### src/timer_block_params.svh
// Register addresses, field positions, reset values and divider counts of the timer block.
`ifndef TIMER_BLOCK_PARAMS_SVH
`define TIMER_BLOCK_PARAMS_SVH

`define ADDR_TIMER_CONTROL_STATUS 8'h88
`define ADDR_TIMER_MODE_SELECT 8'h89
`define ADDR_FIRST_LOW 8'h8A
`define ADDR_SECOND_LOW 8'h8B
`define ADDR_FIRST_HIGH 8'h8C
`define ADDR_SECOND_HIGH 8'h8D
`define ADDR_TIMER_CLOCK_SELECT 8'h8E
`define ADDR_THIRD_CONTROL 8'hC8
`define ADDR_THIRD_RELOAD_LOW 8'hCA
`define ADDR_THIRD_RELOAD_HIGH 8'hCB
`define ADDR_THIRD_LOW 8'hCC
`define ADDR_THIRD_HIGH 8'hCD

`define RESET_BYTE 8'h00

// Control/status register fields.
`define TCS_SECOND_FLAG 7
`define TCS_SECOND_RUN 6
`define TCS_FIRST_FLAG 5
`define TCS_FIRST_RUN 4

// Mode register fields.
`define TMS_SECOND_GATE 7
`define TMS_SECOND_COUNTER 6
`define TMS_SECOND_MODE_HI 5
`define TMS_SECOND_MODE_LO 4
`define TMS_FIRST_GATE 3
`define TMS_FIRST_COUNTER 2
`define TMS_FIRST_MODE_HI 1
`define TMS_FIRST_MODE_LO 0

// Clock select register fields.
`define TCK_THIRD_HIGH_SEL 5
`define TCK_THIRD_LOW_SEL 4
`define TCK_SECOND_SEL 3
`define TCK_FIRST_SEL 2
`define TCK_PRESCALE_HI 1
`define TCK_PRESCALE_LO 0

// Third timer control fields.
`define TTC_HIGH_FLAG 7
`define TTC_LOW_FLAG 6
`define TTC_LOW_IRQ_EN 5
`define TTC_CAPTURE_EN 4
`define TTC_SPLIT 3
`define TTC_RUN 2
`define TTC_EXT_SEL 0

// Divider counts.
`define PRESCALE_LAST 6'd47
`define EXT_DIV_LAST 3'h7

`endif

### src/timer_block_pkg.sv
// Types shared by the timer block: bus request, unit modes and counting step result.
package timer_block_pkg;

   typedef struct packed
   {
      logic [7:0] addr;
      logic [7:0] wdata;
      logic wr;
      logic rd;
   } reg_bus_req_t;

   typedef enum logic [1:0]
   {
      MODE_13BIT = 2'h0,
      MODE_16BIT = 2'h1,
      MODE_RELOAD8 = 2'h2,
      MODE_SPLIT = 2'h3
   } unit_mode_t;

   typedef enum logic [1:0]
   {
      PRE_DIV12 = 2'h0,
      PRE_DIV4 = 2'h1,
      PRE_DIV48 = 2'h2,
      PRE_EXT8 = 2'h3
   } prescale_t;

   typedef struct packed
   {
      logic ovf;
      logic [7:0] low;
      logic [7:0] high;
   } count_step_t;

endpackage : timer_block_pkg

### src/dual_mode_timer_block.sv
// Two classic counter/timer units and an auto-reload third timer behind a byte register port.
// What this block does
// - Mode 2 counts the low byte; rollover sets the flag and reloads from high byte.
// - The high byte reload value stays untouched by every auto-reload.
// - Run bit enables the timer; with gate set the gate input must also be active.
// - Counter select makes the unit count falling edges of its count pin.
// - Per-unit clock select picks system clock or prescaled clock; ignored when counting.
// - Shared prescale field picks the prescaled clock, one code being external divided.
// - Mode field: 13-bit, 16-bit, 8-bit reload, split or inactive.
// - Split mode: first low byte is an 8-bit counter using first unit controls.
// - Split mode: first high byte is timer only, run by second run, sets second flag.
// - During split the second unit counts no pin edges and sets no flag, still ticks.
// - During split the second unit runs in modes 0 to 2 and stops in mode 3.
// - Third timer control bit 3 picks one 16-bit or two 8-bit reload timers.
// - Third timer clocks from system clock, system/12 or synchronised external/8.
// - Third timer 16-bit rollover loads the reload pair and sets the high flag.
// - Third timer interrupt on overflow, plus low byte rollover when low enable set.
// - In split mode the third run bit gates only the high half.
// - In split mode each half reloads from its own reload byte.
// - Clock select 0 gives system/12 or external/8 according to external select.
// - Third timer high clock select matters only in split mode.
// - Low clock select picks system clock or the external-select source.
// - 13-bit mode keeps eight bits high, five bits low, flag on rollover.
// - 16-bit mode uses all sixteen bits of the two bytes.
// - Count pins are sampled so levels held two clocks are seen.
`timescale 1ns/100ps
`include "timer_block_params.svh"

module dual_mode_timer_block
(
   input wire logic clk,
   input wire logic rst,
   input timer_block_pkg::reg_bus_req_t bus_req,
   output logic [7:0] rdata,
   input wire logic count_pin_a,
   input wire logic count_pin_b,
   input wire logic gate_input_a,
   input wire logic gate_input_b,
   input wire logic gate_a_polarity,
   input wire logic gate_b_polarity,
   input wire logic ext_osc_clk,
   input wire logic first_vector_ack,
   input wire logic second_vector_ack,
   input wire logic third_irq_enable,
   output logic first_unit_irq,
   output logic second_unit_irq,
   output logic third_irq,
   output logic second_unit_tick
);
   import timer_block_pkg::*;

   // One counting step of a basic unit in the given mode.
   function automatic count_step_t unit_step(input unit_mode_t mode, input logic [7:0] low,
                                             input logic [7:0] high);
      count_step_t r;
      logic [12:0] c13;
      logic [15:0] c16;
      begin
         c13 = {high, low[4:0]} + 13'h0001;
         c16 = {high, low} + 16'h0001;
         r = '{ovf: 1'b0, low: low, high: high};
         unique case (mode)
            MODE_13BIT:
            begin
               r.ovf = &{high, low[4:0]};
               r.low = {low[7:5], c13[4:0]};
               r.high = c13[12:5];
            end
            MODE_16BIT:
            begin
               r.ovf = &{high, low};
               r.low = c16[7:0];
               r.high = c16[15:8];
            end
            MODE_RELOAD8:
            begin
               r.ovf = &low;
               r.low = (&low) ? high : (low + 8'h01);
               r.high = high;
            end
            MODE_SPLIT:
            begin
               r.ovf = &low;
               r.low = low + 8'h01;
               r.high = high;
            end
         endcase
         return r;
      end
   endfunction : unit_step

   // One 8-bit reload step of a third timer half.
   function automatic logic [8:0] reload_step(input logic [7:0] value, input logic [7:0] reload);
      begin
         return (&value) ? {1'b1, reload} : {1'b0, value + 8'h01};
      end
   endfunction : reload_step

   logic [7:0] tcs_reg;
   logic [7:0] tcs_next;
   logic [7:0] tms_reg;
   logic [7:0] tck_reg;
   logic [7:0] ttc_reg;
   logic [7:0] ttc_next;
   logic [7:0] first_unit_low_byte_reg;
   logic [7:0] first_unit_low_byte_next;
   logic [7:0] first_unit_high_byte_reg;
   logic [7:0] first_unit_high_byte_next;
   logic [7:0] second_unit_low_byte_reg;
   logic [7:0] second_unit_low_byte_next;
   logic [7:0] second_unit_high_byte_reg;
   logic [7:0] second_unit_high_byte_next;
   logic [7:0] third_timer_low_byte_reg;
   logic [7:0] third_timer_low_byte_next;
   logic [7:0] third_timer_high_byte_reg;
   logic [7:0] third_timer_high_byte_next;
   logic [7:0] third_reload_low_reg;
   logic [7:0] third_reload_high_reg;
   logic [7:0] rdata_reg;
   logic [7:0] rd_value;
   logic tick_reg;
   logic [5:0] pre_cnt_reg;
   logic [2:0] ext_cnt_reg;
   logic [2:0] pin_a_sync_reg;
   logic [2:0] pin_b_sync_reg;
   logic [2:0] ext_sync_reg;

   // Register decode.
   wire wr_tcs = bus_req.wr & (bus_req.addr == `ADDR_TIMER_CONTROL_STATUS);
   wire wr_tms = bus_req.wr & (bus_req.addr == `ADDR_TIMER_MODE_SELECT);
   wire wr_tck = bus_req.wr & (bus_req.addr == `ADDR_TIMER_CLOCK_SELECT);
   wire wr_ttc = bus_req.wr & (bus_req.addr == `ADDR_THIRD_CONTROL);
   wire wr_lo0 = bus_req.wr & (bus_req.addr == `ADDR_FIRST_LOW);
   wire wr_hi0 = bus_req.wr & (bus_req.addr == `ADDR_FIRST_HIGH);
   wire wr_lo1 = bus_req.wr & (bus_req.addr == `ADDR_SECOND_LOW);
   wire wr_hi1 = bus_req.wr & (bus_req.addr == `ADDR_SECOND_HIGH);
   wire wr_t2l = bus_req.wr & (bus_req.addr == `ADDR_THIRD_LOW);
   wire wr_t2h = bus_req.wr & (bus_req.addr == `ADDR_THIRD_HIGH);
   wire wr_rll = bus_req.wr & (bus_req.addr == `ADDR_THIRD_RELOAD_LOW);
   wire wr_rlh = bus_req.wr & (bus_req.addr == `ADDR_THIRD_RELOAD_HIGH);
   wire [7:0] wd = bus_req.wdata;

   // Control fields.
   wire first_unit_run = tcs_reg[`TCS_FIRST_RUN];
   wire second_unit_run = tcs_reg[`TCS_SECOND_RUN];
   wire first_unit_overflow_flag = tcs_reg[`TCS_FIRST_FLAG];
   wire second_unit_overflow_flag = tcs_reg[`TCS_SECOND_FLAG];
   wire first_unit_gate_enable = tms_reg[`TMS_FIRST_GATE];
   wire second_unit_gate_enable = tms_reg[`TMS_SECOND_GATE];
   wire first_unit_counter_select = tms_reg[`TMS_FIRST_COUNTER];
   wire second_unit_counter_select = tms_reg[`TMS_SECOND_COUNTER];
   wire unit_mode_t first_unit_mode_field = unit_mode_t'(tms_reg[`TMS_FIRST_MODE_HI:`TMS_FIRST_MODE_LO]);
   wire unit_mode_t second_unit_mode_field = unit_mode_t'(tms_reg[`TMS_SECOND_MODE_HI:`TMS_SECOND_MODE_LO]);
   wire first_unit_clock_select = tck_reg[`TCK_FIRST_SEL];
   wire second_unit_clock_select = tck_reg[`TCK_SECOND_SEL];
   wire prescale_t prescale_field = prescale_t'(tck_reg[`TCK_PRESCALE_HI:`TCK_PRESCALE_LO]);
   wire third_high_clock_select = tck_reg[`TCK_THIRD_HIGH_SEL];
   wire third_low_clock_select = tck_reg[`TCK_THIRD_LOW_SEL];
   wire third_split_enable = ttc_reg[`TTC_SPLIT];
   wire third_run = ttc_reg[`TTC_RUN];
   wire third_external_clock_select = ttc_reg[`TTC_EXT_SEL];
   wire third_low_interrupt_enable = ttc_reg[`TTC_LOW_IRQ_EN];
   wire third_high_overflow_flag = ttc_reg[`TTC_HIGH_FLAG];
   wire third_low_overflow_flag = ttc_reg[`TTC_LOW_FLAG];

   // Free-running prescaler; one mod-48 count serves all three ratios so their ticks stay aligned.
   wire tick_div4 = (pre_cnt_reg[1:0] == 2'h3);
   wire tick_div12 = (pre_cnt_reg == 6'd11) | (pre_cnt_reg == 6'd23) | (pre_cnt_reg == 6'd35) |
                     (pre_cnt_reg == `PRESCALE_LAST);
   wire tick_div48 = (pre_cnt_reg == `PRESCALE_LAST);

   // External oscillator edges are found on the synchronised copy, never on the first stage.
   wire ext_rise = ext_sync_reg[1] & ~ext_sync_reg[2];
   wire tick_ext8 = ext_rise & (ext_cnt_reg == `EXT_DIV_LAST);

   // Prescaled clock for the two basic units.
   wire pre_tick = (prescale_field == PRE_DIV12) ? tick_div12 :
                   (prescale_field == PRE_DIV4) ? tick_div4 :
                   (prescale_field == PRE_DIV48) ? tick_div48 : tick_ext8;

   // Count pin falling edges; a level held two clocks reaches the second stage and is seen.
   wire fall_a = pin_a_sync_reg[2] & ~pin_a_sync_reg[1];
   wire fall_b = pin_b_sync_reg[2] & ~pin_b_sync_reg[1];

   // Gate inputs are compared against their configured active level.
   wire gate_a_active = ~(gate_input_a ^ gate_a_polarity);
   wire gate_b_active = ~(gate_input_b ^ gate_b_polarity);

   // First unit run and clock choice.
   wire split0 = (first_unit_mode_field == MODE_SPLIT);
   wire run0 = first_unit_run & (~first_unit_gate_enable | gate_a_active);
   wire base0 = first_unit_clock_select ? 1'b1 : pre_tick;
   wire clk0 = first_unit_counter_select ? fall_a : base0;
   wire step0 = run0 & clk0;
   wire count_step_t s0 = unit_step(first_unit_mode_field, first_unit_low_byte_reg, first_unit_high_byte_reg);

   // Split high byte: timer only, started by the second run bit.
   wire hi_step = split0 & second_unit_run & base0;
   wire hi_ovf = hi_step & (&first_unit_high_byte_reg);

   // Second unit: while split, run follows its mode field and pin counting is locked out.
   wire run1 = (second_unit_mode_field != MODE_SPLIT) & (split0 | second_unit_run) &
               (~second_unit_gate_enable | gate_b_active);
   wire base1 = second_unit_clock_select ? 1'b1 : pre_tick;
   wire clk1 = (second_unit_counter_select & ~split0) ? fall_b : base1;
   wire step1 = run1 & clk1;
   wire count_step_t s1 = unit_step(second_unit_mode_field, second_unit_low_byte_reg, second_unit_high_byte_reg);
   wire ovf1 = step1 & s1.ovf;

   // Flag sources; a hardware set beats a clear arriving in the same cycle.
   wire set_fl0 = step0 & s0.ovf;
   wire set_fl1 = split0 ? hi_ovf : ovf1;
   wire fl0_next = set_fl0 | (wr_tcs ? wd[`TCS_FIRST_FLAG] :
                   (first_unit_overflow_flag & ~first_vector_ack));
   wire fl1_next = set_fl1 | (wr_tcs ? wd[`TCS_SECOND_FLAG] :
                   (second_unit_overflow_flag & ~second_vector_ack));

   // Control register next value: run and spare bits follow software, flags as above.
   assign tcs_next = {fl1_next, wr_tcs ? wd[6] : tcs_reg[6], fl0_next, wr_tcs ? wd[4:0] : tcs_reg[4:0]};

   // Basic unit byte next values; a software write wins over a count in the same cycle.
   assign first_unit_low_byte_next = wr_lo0 ? wd : (step0 ? s0.low : first_unit_low_byte_reg);
   assign first_unit_high_byte_next = wr_hi0 ? wd :
                                      hi_step ? (first_unit_high_byte_reg + 8'h01) :
                                      step0 ? s0.high : first_unit_high_byte_reg;
   assign second_unit_low_byte_next = wr_lo1 ? wd : (step1 ? s1.low : second_unit_low_byte_reg);
   assign second_unit_high_byte_next = wr_hi1 ? wd : (step1 ? s1.high : second_unit_high_byte_reg);

   // Third timer clock choice.
   wire t2_src = third_external_clock_select ? tick_ext8 : tick_div12;
   wire t2_low_clk = third_low_clock_select ? 1'b1 : t2_src;
   wire t2_high_clk = third_split_enable ? (third_high_clock_select ? 1'b1 : t2_src) : t2_low_clk;
   // Third timer 16-bit step.
   wire t2_step16 = ~third_split_enable & third_run & t2_low_clk;
   wire t2_full = &{third_timer_high_byte_reg, third_timer_low_byte_reg};
   wire [15:0] t2_inc = {third_timer_high_byte_reg, third_timer_low_byte_reg} + 16'h0001;
   wire [15:0] t2_val16 = t2_full ? {third_reload_high_reg, third_reload_low_reg} : t2_inc;
   // Third timer split halves: low runs always, high only with the run bit.
   wire t2_step_lo = third_split_enable & t2_low_clk;
   wire t2_step_hi = third_split_enable & third_run & t2_high_clk;
   wire [8:0] t2_lo8 = reload_step(third_timer_low_byte_reg, third_reload_low_reg);
   wire [8:0] t2_hi8 = reload_step(third_timer_high_byte_reg, third_reload_high_reg);
   // Third timer overflow events.
   wire set_fl2h = (t2_step16 & t2_full) | (t2_step_hi & t2_hi8[8]);
   wire set_fl2l = (t2_step16 & (&third_timer_low_byte_reg)) | (t2_step_lo & t2_lo8[8]);

   assign third_timer_low_byte_next = wr_t2l ? wd :
                                      t2_step16 ? t2_val16[7:0] :
                                      t2_step_lo ? t2_lo8[7:0] : third_timer_low_byte_reg;
   assign third_timer_high_byte_next = wr_t2h ? wd :
                                       t2_step16 ? t2_val16[15:8] :
                                       t2_step_hi ? t2_hi8[7:0] : third_timer_high_byte_reg;

   // Third control: flags only ever cleared by software writes, and a set wins over that write.
   assign ttc_next = {set_fl2h | (wr_ttc ? wd[7] : ttc_reg[7]),
                      set_fl2l | (wr_ttc ? wd[6] : ttc_reg[6]),
                      wr_ttc ? wd[5:2] : ttc_reg[5:2],
                      1'b0,
                      wr_ttc ? wd[0] : ttc_reg[0]};

   // Read selection; unmapped addresses read as zero.
   always_comb
   begin
      unique case (bus_req.addr)
         `ADDR_TIMER_CONTROL_STATUS: rd_value = tcs_reg;
         `ADDR_TIMER_MODE_SELECT: rd_value = tms_reg;
         `ADDR_TIMER_CLOCK_SELECT: rd_value = tck_reg;
         `ADDR_FIRST_LOW: rd_value = first_unit_low_byte_reg;
         `ADDR_FIRST_HIGH: rd_value = first_unit_high_byte_reg;
         `ADDR_SECOND_LOW: rd_value = second_unit_low_byte_reg;
         `ADDR_SECOND_HIGH: rd_value = second_unit_high_byte_reg;
         `ADDR_THIRD_CONTROL: rd_value = ttc_reg;
         `ADDR_THIRD_RELOAD_LOW: rd_value = third_reload_low_reg;
         `ADDR_THIRD_RELOAD_HIGH: rd_value = third_reload_high_reg;
         `ADDR_THIRD_LOW: rd_value = third_timer_low_byte_reg;
         `ADDR_THIRD_HIGH: rd_value = third_timer_high_byte_reg;
         default: rd_value = 8'h00;
      endcase
   end

   // Dividers and input samplers.
   always_ff @(posedge clk or posedge rst)
   begin
      if (rst)
      begin
         pre_cnt_reg <= 6'h00;
         ext_cnt_reg <= 3'h0;
         pin_a_sync_reg <= 3'h7;
         pin_b_sync_reg <= 3'h7;
         ext_sync_reg <= 3'h0;
      end
      else
      begin
         pre_cnt_reg <= (pre_cnt_reg == `PRESCALE_LAST) ? 6'h00 : (pre_cnt_reg + 6'h01);
         ext_cnt_reg <= ext_rise ? (ext_cnt_reg + 3'h1) : ext_cnt_reg;
         pin_a_sync_reg <= {pin_a_sync_reg[1:0], count_pin_a};
         pin_b_sync_reg <= {pin_b_sync_reg[1:0], count_pin_b};
         ext_sync_reg <= {ext_sync_reg[1:0], ext_osc_clk};
      end
   end

   // Configuration and reload registers.
   always_ff @(posedge clk or posedge rst)
   begin
      if (rst)
      begin
         tcs_reg <= `RESET_BYTE;
         tms_reg <= `RESET_BYTE;
         tck_reg <= `RESET_BYTE;
         ttc_reg <= `RESET_BYTE;
         third_reload_low_reg <= `RESET_BYTE;
         third_reload_high_reg <= `RESET_BYTE;
      end
      else
      begin
         tcs_reg <= tcs_next;
         tms_reg <= wr_tms ? wd : tms_reg;
         tck_reg <= wr_tck ? wd : tck_reg;
         ttc_reg <= ttc_next;
         third_reload_low_reg <= wr_rll ? wd : third_reload_low_reg;
         third_reload_high_reg <= wr_rlh ? wd : third_reload_high_reg;
      end
   end

   // Count registers, read data and the second unit's overflow tick.
   always_ff @(posedge clk or posedge rst)
   begin
      if (rst)
      begin
         first_unit_low_byte_reg <= `RESET_BYTE;
         first_unit_high_byte_reg <= `RESET_BYTE;
         second_unit_low_byte_reg <= `RESET_BYTE;
         second_unit_high_byte_reg <= `RESET_BYTE;
         third_timer_low_byte_reg <= `RESET_BYTE;
         third_timer_high_byte_reg <= `RESET_BYTE;
         rdata_reg <= 8'h00;
         tick_reg <= 1'b0;
      end
      else
      begin
         first_unit_low_byte_reg <= first_unit_low_byte_next;
         first_unit_high_byte_reg <= first_unit_high_byte_next;
         second_unit_low_byte_reg <= second_unit_low_byte_next;
         second_unit_high_byte_reg <= second_unit_high_byte_next;
         third_timer_low_byte_reg <= third_timer_low_byte_next;
         third_timer_high_byte_reg <= third_timer_high_byte_next;
         rdata_reg <= bus_req.rd ? rd_value : 8'h00;
         tick_reg <= ovf1;
      end
   end

   // Interrupt requests are levels taken from the flag registers; the third is masked by third_irq_enable, and its low flag also by the low enable.
   assign rdata = rdata_reg;
   assign second_unit_tick = tick_reg;
   assign first_unit_irq = first_unit_overflow_flag;
   assign second_unit_irq = second_unit_overflow_flag;
   assign third_irq = third_irq_enable & (third_high_overflow_flag |
                      (third_low_interrupt_enable & third_low_overflow_flag));

endmodule : dual_mode_timer_block

### config.mk
export PLATFORM = sky130hd
export DESIGN_NAME = dual_mode_timer_block
export DESIGN_NICKNAME = d
export VERILOG_FILES = /design/src/timer_block_pkg.sv /design/src/dual_mode_timer_block.sv
export VERILOG_INCLUDE_DIRS = /design/src
export SDC_FILE = /design/constraint.sdc
export NUM_CORES = 1
export LEC_CHECK = 0
export BUFFER_PORTS_ARGS = -buffer_cell sky130_fd_sc_hd__buf_4
export CORE_MARGIN = 3
export CORE_UTILIZATION = 40
export DETAILED_ROUTE_END_ITERATION = 8
export PLACE_DENSITY = 0.54
export SYNTH_ARGS = -nofsm -noshare
export SYNTH_HDL_FRONTEND = slang
export SYNTH_SLANG_ARGS = --single-unit
### constraint.sdc
create_clock -name clk -period 3.9 [get_ports clk]
set_clock_uncertainty 0.1 [all_clocks]
set_input_delay 0.39 -clock clk [delete_from_list [all_inputs] [get_ports clk]]
set_output_delay 0.39 -clock clk [all_outputs]
set_load 0.01 [all_outputs]
Word-level counts from Yosys, hierarchy flattened
Index checks and enable logic that the tools add are counted.
Widths: inputs -> output; s select.

storage, ports and cells
  register bits = 122
  bits of input ports = 30
  output and inout bits = 12
  logic and storage cells = 198

cells by class
  $add $sub $neg = 12
  equal/unequal tests = 33
  mux-type cells = 41
  bitwise operators = 66
  reductions and logical operators = 23

operators with widths
  operator               number
  $mux 8                 18
  $pmux 17 s4            2
  $eq 8x8->1 const B     12
  $pmux 8 s12            1
  $add 16x1->16 const B  3
  $reduce_and 16->1      3
  $add 8x1->8 const B    5
  $and 1x1->1            40
  $reduce_and 8->1       5
  $add 13x1->13 const B  2
  $reduce_and 13->1      2
  $mux 9                 2
  $mux 1                 16
  $mux 16                1
  $or 1x1->1             13
  $eq 2x2->1 const B     6
  $eq 6x6->1 const B     2
  $not 1->1              11
  $ne 2x2->1 const B     5
  $reduce_bool 3->1      3
  $add 6x1->6 const B    1
  $eq 2x1->1 const B     3
  $eq 6x4->1 const B     1
  $eq 6x5->1 const B     1
  10 further kinds       17

Depth between registers and ports, before layout
Gate-level depths: netlist (run 1).

  depth after elaboration = 12
  gate-level depth with buffers = 10
  mapped depth without buffers = 9

Worst setup path after synthesis (run 1)
OpenSTA, ideal clock, no wires.

  path kind = register to register
  from = register ext_cnt_reg[0]
  to = register third_timer_low_byte_reg[0]
  setup time = 0.130 ns
  arrival = 2.121 ns
  data required time = 3.670 ns
  path slack = 1.549 ns
  cell stages (with the launch flop) = 11
  path buffers = 1
  clock period less this slack = 2.351 ns
  cells stage by stage = dfrtp_1 -> ha_1 -> ha_1 -> nand4b_1 -> nand2b_1 -> o311a_1 -> buf_6 -> a21oi_1 -> nor2_1 -> a211oi_1 -> o21ai_0

between the ends
  word-level cells in the longest chain between the ends = 7
  elaborated cells on any way between the ends = 9
  those cells by class = 1 x eq/ne; 4 x mux; 3 x bitwise; 1 x reduce/logical

ends and longest elaborated chain
  element                          RTL line                      RTL
  start, declared                  dual_mode_timer_block.sv:123  logic [2:0] ext_cnt_reg;
  start signal, assigned           dual_mode_timer_block.sv:295  ext_cnt_reg <= ext_rise ? (ext_cnt_reg + 3'h1) : ext_cnt_reg;
  $eq 3x3->1 (no source line) (*)  -
  $and 1x1->1 (*)                  dual_mode_timer_block.sv:174  wire tick_ext8 = ext_rise & (ext_cnt_reg == `EXT_DIV_LAST);
  $mux 1 (*)                       dual_mode_timer_block.sv:230  wire t2_src = third_external_clock_select ? tick_ext8 : tick_div12;
  $mux 1 (*)                       dual_mode_timer_block.sv:231  wire t2_low_clk = third_low_clock_select ? 1'b1 : t2_src;
  $and 1x1->1                      dual_mode_timer_block.sv:234  wire t2_step16 = ~third_split_enable & third_run & t2_low_clk;
  $mux 8                           dual_mode_timer_block.sv:248  t2_step16 ? t2_val16[7:0] :
  $mux 8                           dual_mode_timer_block.sv:247  assign third_timer_low_byte_next = wr_t2l ? wd :
  end signal, assigned             dual_mode_timer_block.sv:334  third_timer_low_byte_reg <= `RESET_BYTE;
  end signal, assigned             dual_mode_timer_block.sv:345  third_timer_low_byte_reg <= third_timer_low_byte_next;
  end, declared                    dual_mode_timer_block.sv:113  logic [7:0] third_timer_low_byte_reg;

Mark *: on every way between the ends. The rest lies on a longest branch, timed or not.
A chain may end at the register's enable or synchronous reset.

Worst setup path after layout (run 1)
  from = register ext_cnt_reg[0]
  to = register second_unit_low_byte_reg[7]

between the ends
  word-level cells in the longest chain between the ends = 10

ends and longest elaborated chain
  element                             RTL line                      RTL
  $eq 3x3->1 (no source line)         -
  $and 1x1->1                         dual_mode_timer_block.sv:174
  $mux 1                              dual_mode_timer_block.sv:179  (prescale_field == PRE_DIV48) ? tick_div48 : tick_ext8;
  $mux 1                              dual_mode_timer_block.sv:178  (prescale_field == PRE_DIV4) ? tick_div4 :
  $mux 1                              dual_mode_timer_block.sv:177  wire pre_tick = (prescale_field == PRE_DIV12) ? tick_div12 :
  $mux 1                              dual_mode_timer_block.sv:204  wire base1 = second_unit_clock_select ? 1'b1 : pre_tick;
  $mux 1                              dual_mode_timer_block.sv:205  wire clk1 = (second_unit_counter_select & ~split0) ? fall_b : base1;
  $and 1x1->1                         dual_mode_timer_block.sv:206  wire step1 = run1 & clk1;
  $reduce_bool 2->1 (no source line)  -
  $reduce_and 2->1 (no source line)   -
  end signal, assigned                dual_mode_timer_block.sv:332  second_unit_low_byte_reg <= `RESET_BYTE;
  end signal, assigned                dual_mode_timer_block.sv:343  second_unit_low_byte_reg <= second_unit_low_byte_next;
  end, declared                       dual_mode_timer_block.sv:109  logic [7:0] second_unit_low_byte_reg;

Every way passes these cells.

==> results of run 1 <==
==> layer usage <==
layer | GRT usage | share of wire
met5 | 0 | 0
met4 | 0.0540 | 0.015
met3 | 0.0589 | 0.072
met2 | 0.384 | 0.47
met1 | 0.343 | 0.44
==> path summary, 6_finish.rpt <==
path                                                           endpoint  slack, ns                       start  cells after the start
worst max-delay path            second_unit_low_byte_reg[7]$_DFFE_PP0P_       1.03  ext_cnt_reg[0]$_DFFE_PP0P_                      9
worst max register to register  second_unit_low_byte_reg[7]$_DFFE_PP0P_       1.03  ext_cnt_reg[0]$_DFFE_PP0P_                      9
min in group clk                                   tcs_reg[5]$_DFF_PP0_       0.21            first_vector_ack                      4
worst min register to register                ext_sync_reg[1]$_DFF_PP0_       0.25   ext_sync_reg[0]$_DFF_PP0_                      0
max in group asynchronous                            rdata[2]$_DFF_PP0_       2.79                         rst                      3
worst min-delay path                           pre_cnt_reg[5]$_DFF_PP0_       0.12                         rst                      2
==> timing repair <==
item | in CTS | in global routing
hold buffers | 3 | 0
setup endpoints to repair | 0 | 0
hold endpoints to repair | 3 | 0
resized for setup | 0 | 0
==> synth_stat cells, drive strengths merged (7+ instances only) <==
| master | instances |
|---|---|
| nor3 | 14 |
| nor2b | 11 |
| nand3 | 42 |
| nand2 | 100 |
| a221oi | 8 |
| a211oi | 7 |
| mux2 | 47 |
| xnor2 | 14 |
| o21ai | 61 |
| dfrtp | 116 |
| nand4 | 10 |
| a21oi | 53 |
| mux2i | 19 |
| and3 | 16 |
| ha | 9 |
| o211ai | 7 |
| a31oi | 17 |
| nor2 | 62 |
| inv | 19 |
| buf | 16 |
| a22oi | 22 |
| clkbuf | 41 |
| o31ai | 13 |
| xor2 | 13 |
==> cell families after synthesis <==
kind of cell               synth area share
muxes                                 0.101
DFF                                   0.404
and+or+nand+nor                       0.185
xor gates and xnor gates             0.0312
buffers and inverters                0.0426
adders and majority gates            0.0149
AOI/OAI and AO/OA                     0.221
==> critical path, cell delays in order, from the launching register on <==
cell and delay [ns]:
dfrtp_1 0.39, ha_1 0.20, ha_1 0.19, nand3b_1 0.09
o22ai_1 0.21, a211o_1 0.34, o21ai_2 0.66, nor2_1 0.21
o311a_1 0.18, o31ai_1 0.19
==> cells in the final DEF, fill, tap and decap left out, types with 4 or more instances in the layout <==
master / count
dfrtp_1: 116
nand2_1: 100
nor2_1: 61
o21ai_0: 56
a21oi_1: 53
buf_4: 53
mux2_2: 47
nand3_1: 42
a22oi_1: 22
mux2i_1: 19
inv_1: 18
a31oi_1: 17
clkbuf_16: 17
and3_1: 16
xnor2_1: 14
xor2_1: 13
o31ai_1: 12
nor3_1: 11
nor2b_1: 11
nand4_1: 10
ha_1: 9
a221oi_1: 8
o211ai_1: 7
nor4_1: 6
a22o_1: 6
dfstp_2: 6
o311a_1: 5
or2_2: 5
a211oi_1: 5
o22ai_1: 5
clkbuf_8: 5
nand2b_1: 4
a41oi_1: 4
a2111oi_0: 4
o21ai_1: 4
clkbuf_1: 4
==> power by group through the flow <==
stage,Clock [mW],Sequential [mW],Combinational [mW]
3_3_place_gp,0,1.60,0.483
3_5_place_dp,0,1.60,0.495
5_1_grt,1.69,1.60,0.566
6_report,1.60,1.58,0.503
2_1_floorplan,0,1.50,0.392
4_1_cts,1.63,1.58,0.503
==> through the flow <==
stage	std cells	setup WS, ns	hold WS (ns)
after CTS	1093	1.02	0.159
final	1093	1.03	0.119
after detailed placement	1058	1.04	0.238
after global placement	1058	1.07	0.234
after floorplan	832	0.177	0.231
after global routing	1093	0.768	0.208
==> cell type report <==
| class | count | area [um^2] | area share |
|---|---|---|---|
| multi-input cells | 633 | 4200 | 0.484 |
| flip-flops and latches | 122 | 3060 | 0.353 |
| clock buffers | 26 | 509 | 0.0588 |
| repair buffers | 57 | 448 | 0.0517 |
| well taps | 229 | 287 | 0.0331 |
| clock inverters | 6 | 87.6 | 0.0101 |
| inverters | 20 | 77.6 | 0.00895 |
==> metrics, run 1 <==
outcome finished, final reports clean; grt total ovfl 0; FFs w/ async S/R, synth 1.00; drc violations 0; n_diodes 0; Final period util 0.737; Starting Density 0.414; top-area cell type share of the netlist area 0.383; die footprint between 0.02 and 0.025 mm^2; Area after DPL between 0.008 and 0.009 mm^2; switching power between 1 and 1.5 mW; leading area contributor after synthesis dfrtp_1; antenna viol nets, final 0; Mapped Area 0.00757 mm^2; Clock Sinks 122; Fmax about 0.35 GHz; root buf cell clkbuf_16; Clk network pwr share 0.435; hold violation count in the final report 0; vias in the first global route 6569; I/O pins 42; antenna violations before repair 0; Synth area leaders dfrtp_1, mux2_2, nand2_1, o21ai_0, a21oi_1; Final TNS setup 0 ns; Mean Syn Cell Area between 9 and 10 um^2; Clk pin slew, worst setup/hold paths 0.06 ns; Peak VDD IR a little under 0.3 mV; count of port buffers added during placement between 40 and 50; CP Data Required Time between 4 and 5 ns; Final Core Density 0.474; total power 3.69 mW; Area Overhead vs Synth 14.5%; Syn Nets around 870; Cell Pwr Density 426 mW/mm^2; GRT Util Overall 0.244; Detail Placement HPWL between 15000 and 20000 um; P_int about 2.6 mW; max-slew violations 0; detail-routed net length per standard cell 22.4 um; Max-cap violations 0; startpoint types flop; #FFs+latches synth roughly 120; Vias slightly below 7000; CP Capture Type flop; Final setup viols 0; Hold/Removal Path Class input port to asynchronous set/reset pin; Clk Latency, worst-skew pair between 0.4 and 0.5 ns; # rows between 40 and 50; final WL 24500 um; Total Nets Final 890; EDFF count, synth 0; core area roughly 0.018 mm^2; unrepaired setup endpoints after global routing no; DR vias/cell between 6 and 7; Tightest Pin Transition a little over 1 ns; Critical Path AT just over 3 ns; first-pass GRT wire length ~38000 um; switching share of total power 0.288; Post-Synthesis Cells roughly 830; Sequential Power Share 0.429; largest net degree at the start of global routing 80; TritonCTS Buffers 17; ys flop type dfrtp_1; final instance area 0.00867 mm^2; Leakage between 3 and 4 nW; drt pass-1 iters 5; # H-tree levels 4; layout cell share with drive strength beyond 1 0.188; fillers 1749; Yosys cell types a little under 80; kind of critical path flop to flop; sequential share of the synthesized area 0.404; Max Root-Sink Buffers 2; Yosys warnings 0; CP max FO 19; Logic pwr share 0.136; Die X between 100 and 150 um; CTS tree built; drt first-iter violations between 700 and 800; Die Y-Extent 144 um; Slew Limit Headroom 0.313; RePlAce Congestion around 0.95; Post CTS Setup Buffer Count 0; Final min period 2.87 ns
No activity file was read; power rests on OpenSTA's default activity.
==> inputs of run 2 (changes only) <==
- clock period: 3.9 -> 2.4 ns (I/O delays scaled with it)
==> run 2 against run 1 <==
The flow now finishes with violations (negative setup slack). Cell count increased by 7.3%. Power increased by 77%. Clock-buffer cell count decreased by 8. Flip-flop and latch count unchanged. Sequential share of layout area decreased by 4.5 points. Highest routed layer unchanged.
==> metrics, run 2 (synthesis results as in run 1) <==
outcome finished, violations left; failing checks negative setup slack; Max-cap violations 0 (unchanged); Final period util 1.01 (+0.269); antenna violations before repair 0 (unchanged); Area after DPL 0.00860 mm^2 (+7.0%); unrepaired setup endpoints after global routing yes; Final setup viols 1 (+1); RePlAce Congestion 0.923 (-2.3%); Slew Limit Headroom 0.579 (+0.266); drc violations 0 (unchanged); Starting Density 0.414 (unchanged); CP Capture Type flop; max-slew violations 0 (unchanged); final instance area 0.00996 mm^2 (+15%); Final min period 2.41 ns (-0.460 ns); # H-tree levels 4 (unchanged); commonest non-fill, non-tap cell in the layout buf_4; CTS tree built; P_int 4.62 mW (+76%); count of port buffers added during placement 41 (unchanged); die footprint 0.0206 mm^2 (unchanged); # rows 49 (unchanged); final WL 26300 um (+7.3%); Clk pin slew, worst setup/hold paths 0.06 ns (about the same); Final TNS setup -0.0146 ns (-0.0146 ns); most frequent cells in the layout buf_4, dfrtp_1, nand2_1, nor2_1; drt first-iter violations 687 (-13%); core area 0.0183 mm^2 (unchanged); largest net degree at the start of global routing 57 (-29%); CP Data Required Time 2.58 ns (-1.55 ns); detail-routed net length per standard cell 22.4 um (about the same); Tightest Pin Transition 0.629 ns (-0.401 ns); switching share of total power 0.293 (+0.00596); layout cell share with drive strength beyond 1 0.334 (+0.146); Leakage 4.15 nW (+14%); hold violation count in the final report 0 (unchanged); Logic pwr share 0.171 (+0.035); Hold/Removal Path Class input port to flop; n_diodes 0 (unchanged); Critical Path AT 2.60 ns (-0.50 ns); Clk network pwr share 0.439 (+0.004); Cell Pwr Density 657 mW/mm^2 (+54%); grt total ovfl 0 (unchanged); Peak VDD IR 0.429 mV (+49%); TritonCTS Buffers 17 (unchanged); first-pass GRT wire length 39300 um (+2.5%); Fmax 0.414 GHz (+19%); Die X 144 um (unchanged); Total Nets Final 970 (+9.0%); Detail Placement HPWL 18200 um (+5.9%); vias in the first global route 6852 (+4.3%); GRT Util Overall 0.251 (+0.00665); worst hold margin 0.0714 ns (-0.0481 ns); I/O pins 42 (unchanged); total power 6.54 mW (+77%); CP max FO 6 (-13); Vias 7277 (+6.8%); Die Y-Extent 144 um (unchanged); root buf cell clkbuf_16; Sequential Power Share 0.389 (-0.040); Clk Latency, worst-skew pair 0.43 ns (about the same); DR vias/cell 6.20 (-0.49%); final worst slack -0.0146 ns (-1.04 ns); Clock Sinks 122 (unchanged); Max Root-Sink Buffers 2 (unchanged); Area Overhead vs Synth 31.6%; drt pass-1 iters 5 (unchanged); antenna viol nets, final 0 (unchanged); kind of critical path flop to flop; startpoint types flop; switching power 1.92 mW (+81%)
[run 2: layer usage]
metal	global-route usage	vias up	share of wire
met3	0.0539	59	0.069
li1	-	3275	-
met1	0.348	3609	0.43
met2	0.391	334	0.47
met5	0	-	0
met4	0.0852	0	0.030
[run 2: critical path: stages (launching register included)]
cell and delay [ns]:
dfrtp_1 0.39, ha_2 0.21, ha_4 0.16, nand3b_1 0.11
o22ai_2 0.13, buf_6 0.15, a211o_1 0.25, o21ai_4 0.21
clkbuf_16 0.22, nor4_4 0.04, xnor2_1 0.20, a21oi_1 0.10
[run 2: per-stage QoR]
stage                     cells  setup slack (ns)   util
final                      1173           -0.0146  0.545
after global routing       1173            -0.117  0.545
after CTS                  1169          -0.00752  0.520
after detailed placement   1126            -0.186  0.471
after global placement     1126           -0.0935  0.471
after floorplan             832            0.0489      -
[run 2: worst paths after layout]
kind / start / to / slack (ns) / cells past startpoint
hold / removal: bus_req[9] / first_unit_high_byte_reg[7]$_DFFE_PP0P_ / 0.07 / 3
setup reg to reg: ext_cnt_reg[1]$_DFFE_PP0P_ / second_unit_high_byte_reg[1]$_DFFE_PP0P_ / -0.01 / 11
min in group asynchronous: rst / ttc_reg[4]$_DFFE_PP0P_ / 0.35 / 4
hold reg to reg: ext_sync_reg[0]$_DFF_PP0_ / ext_sync_reg[1]$_DFF_PP0_ / 0.25 / 0
setup / recovery: ext_cnt_reg[1]$_DFFE_PP0P_ / second_unit_high_byte_reg[1]$_DFFE_PP0P_ / -0.01 / 11
max in group asynchronous: rst / pin_a_sync_reg[0]$_DFF_PP1_ / 1.42 / 4
[run 2: what timing repair did]
action	4_1_cts	5_1_grt
endpoints found under the hold margin	119	0
endpoints found under the setup margin	40	43
buffers inserted	7	5
pin swaps	5	63
hold buffers	4	0
resized for setup	32	99
gates cloned	0	1
[run 2: cell type report]
| cell class | count | area [um^2] |
|---|---|---|
| well taps | 229 | 287 |
| fillers | 1611 | 8310 |
| inverters | 20 | 78.8 |
| clock buffers | 18 | 439 |
| multi-input cells | 633 | 4690 |
| repair buffers | 137 | 1180 |
| clock inverters | 14 | 219 |
| flip-flops and latches | 122 | 3070 |
[run 2: power by group through the flow]
stage	Combinational (mW)	Clock (mW)	Sequential [mW]
finish	1.12	2.87	2.55
global route	1.23	3.00	2.56
CTS	1.02	2.91	2.52
detailed placement	0.979	0	2.55
global placement	0.956	0	2.54
floorplan	0.638	0	2.44
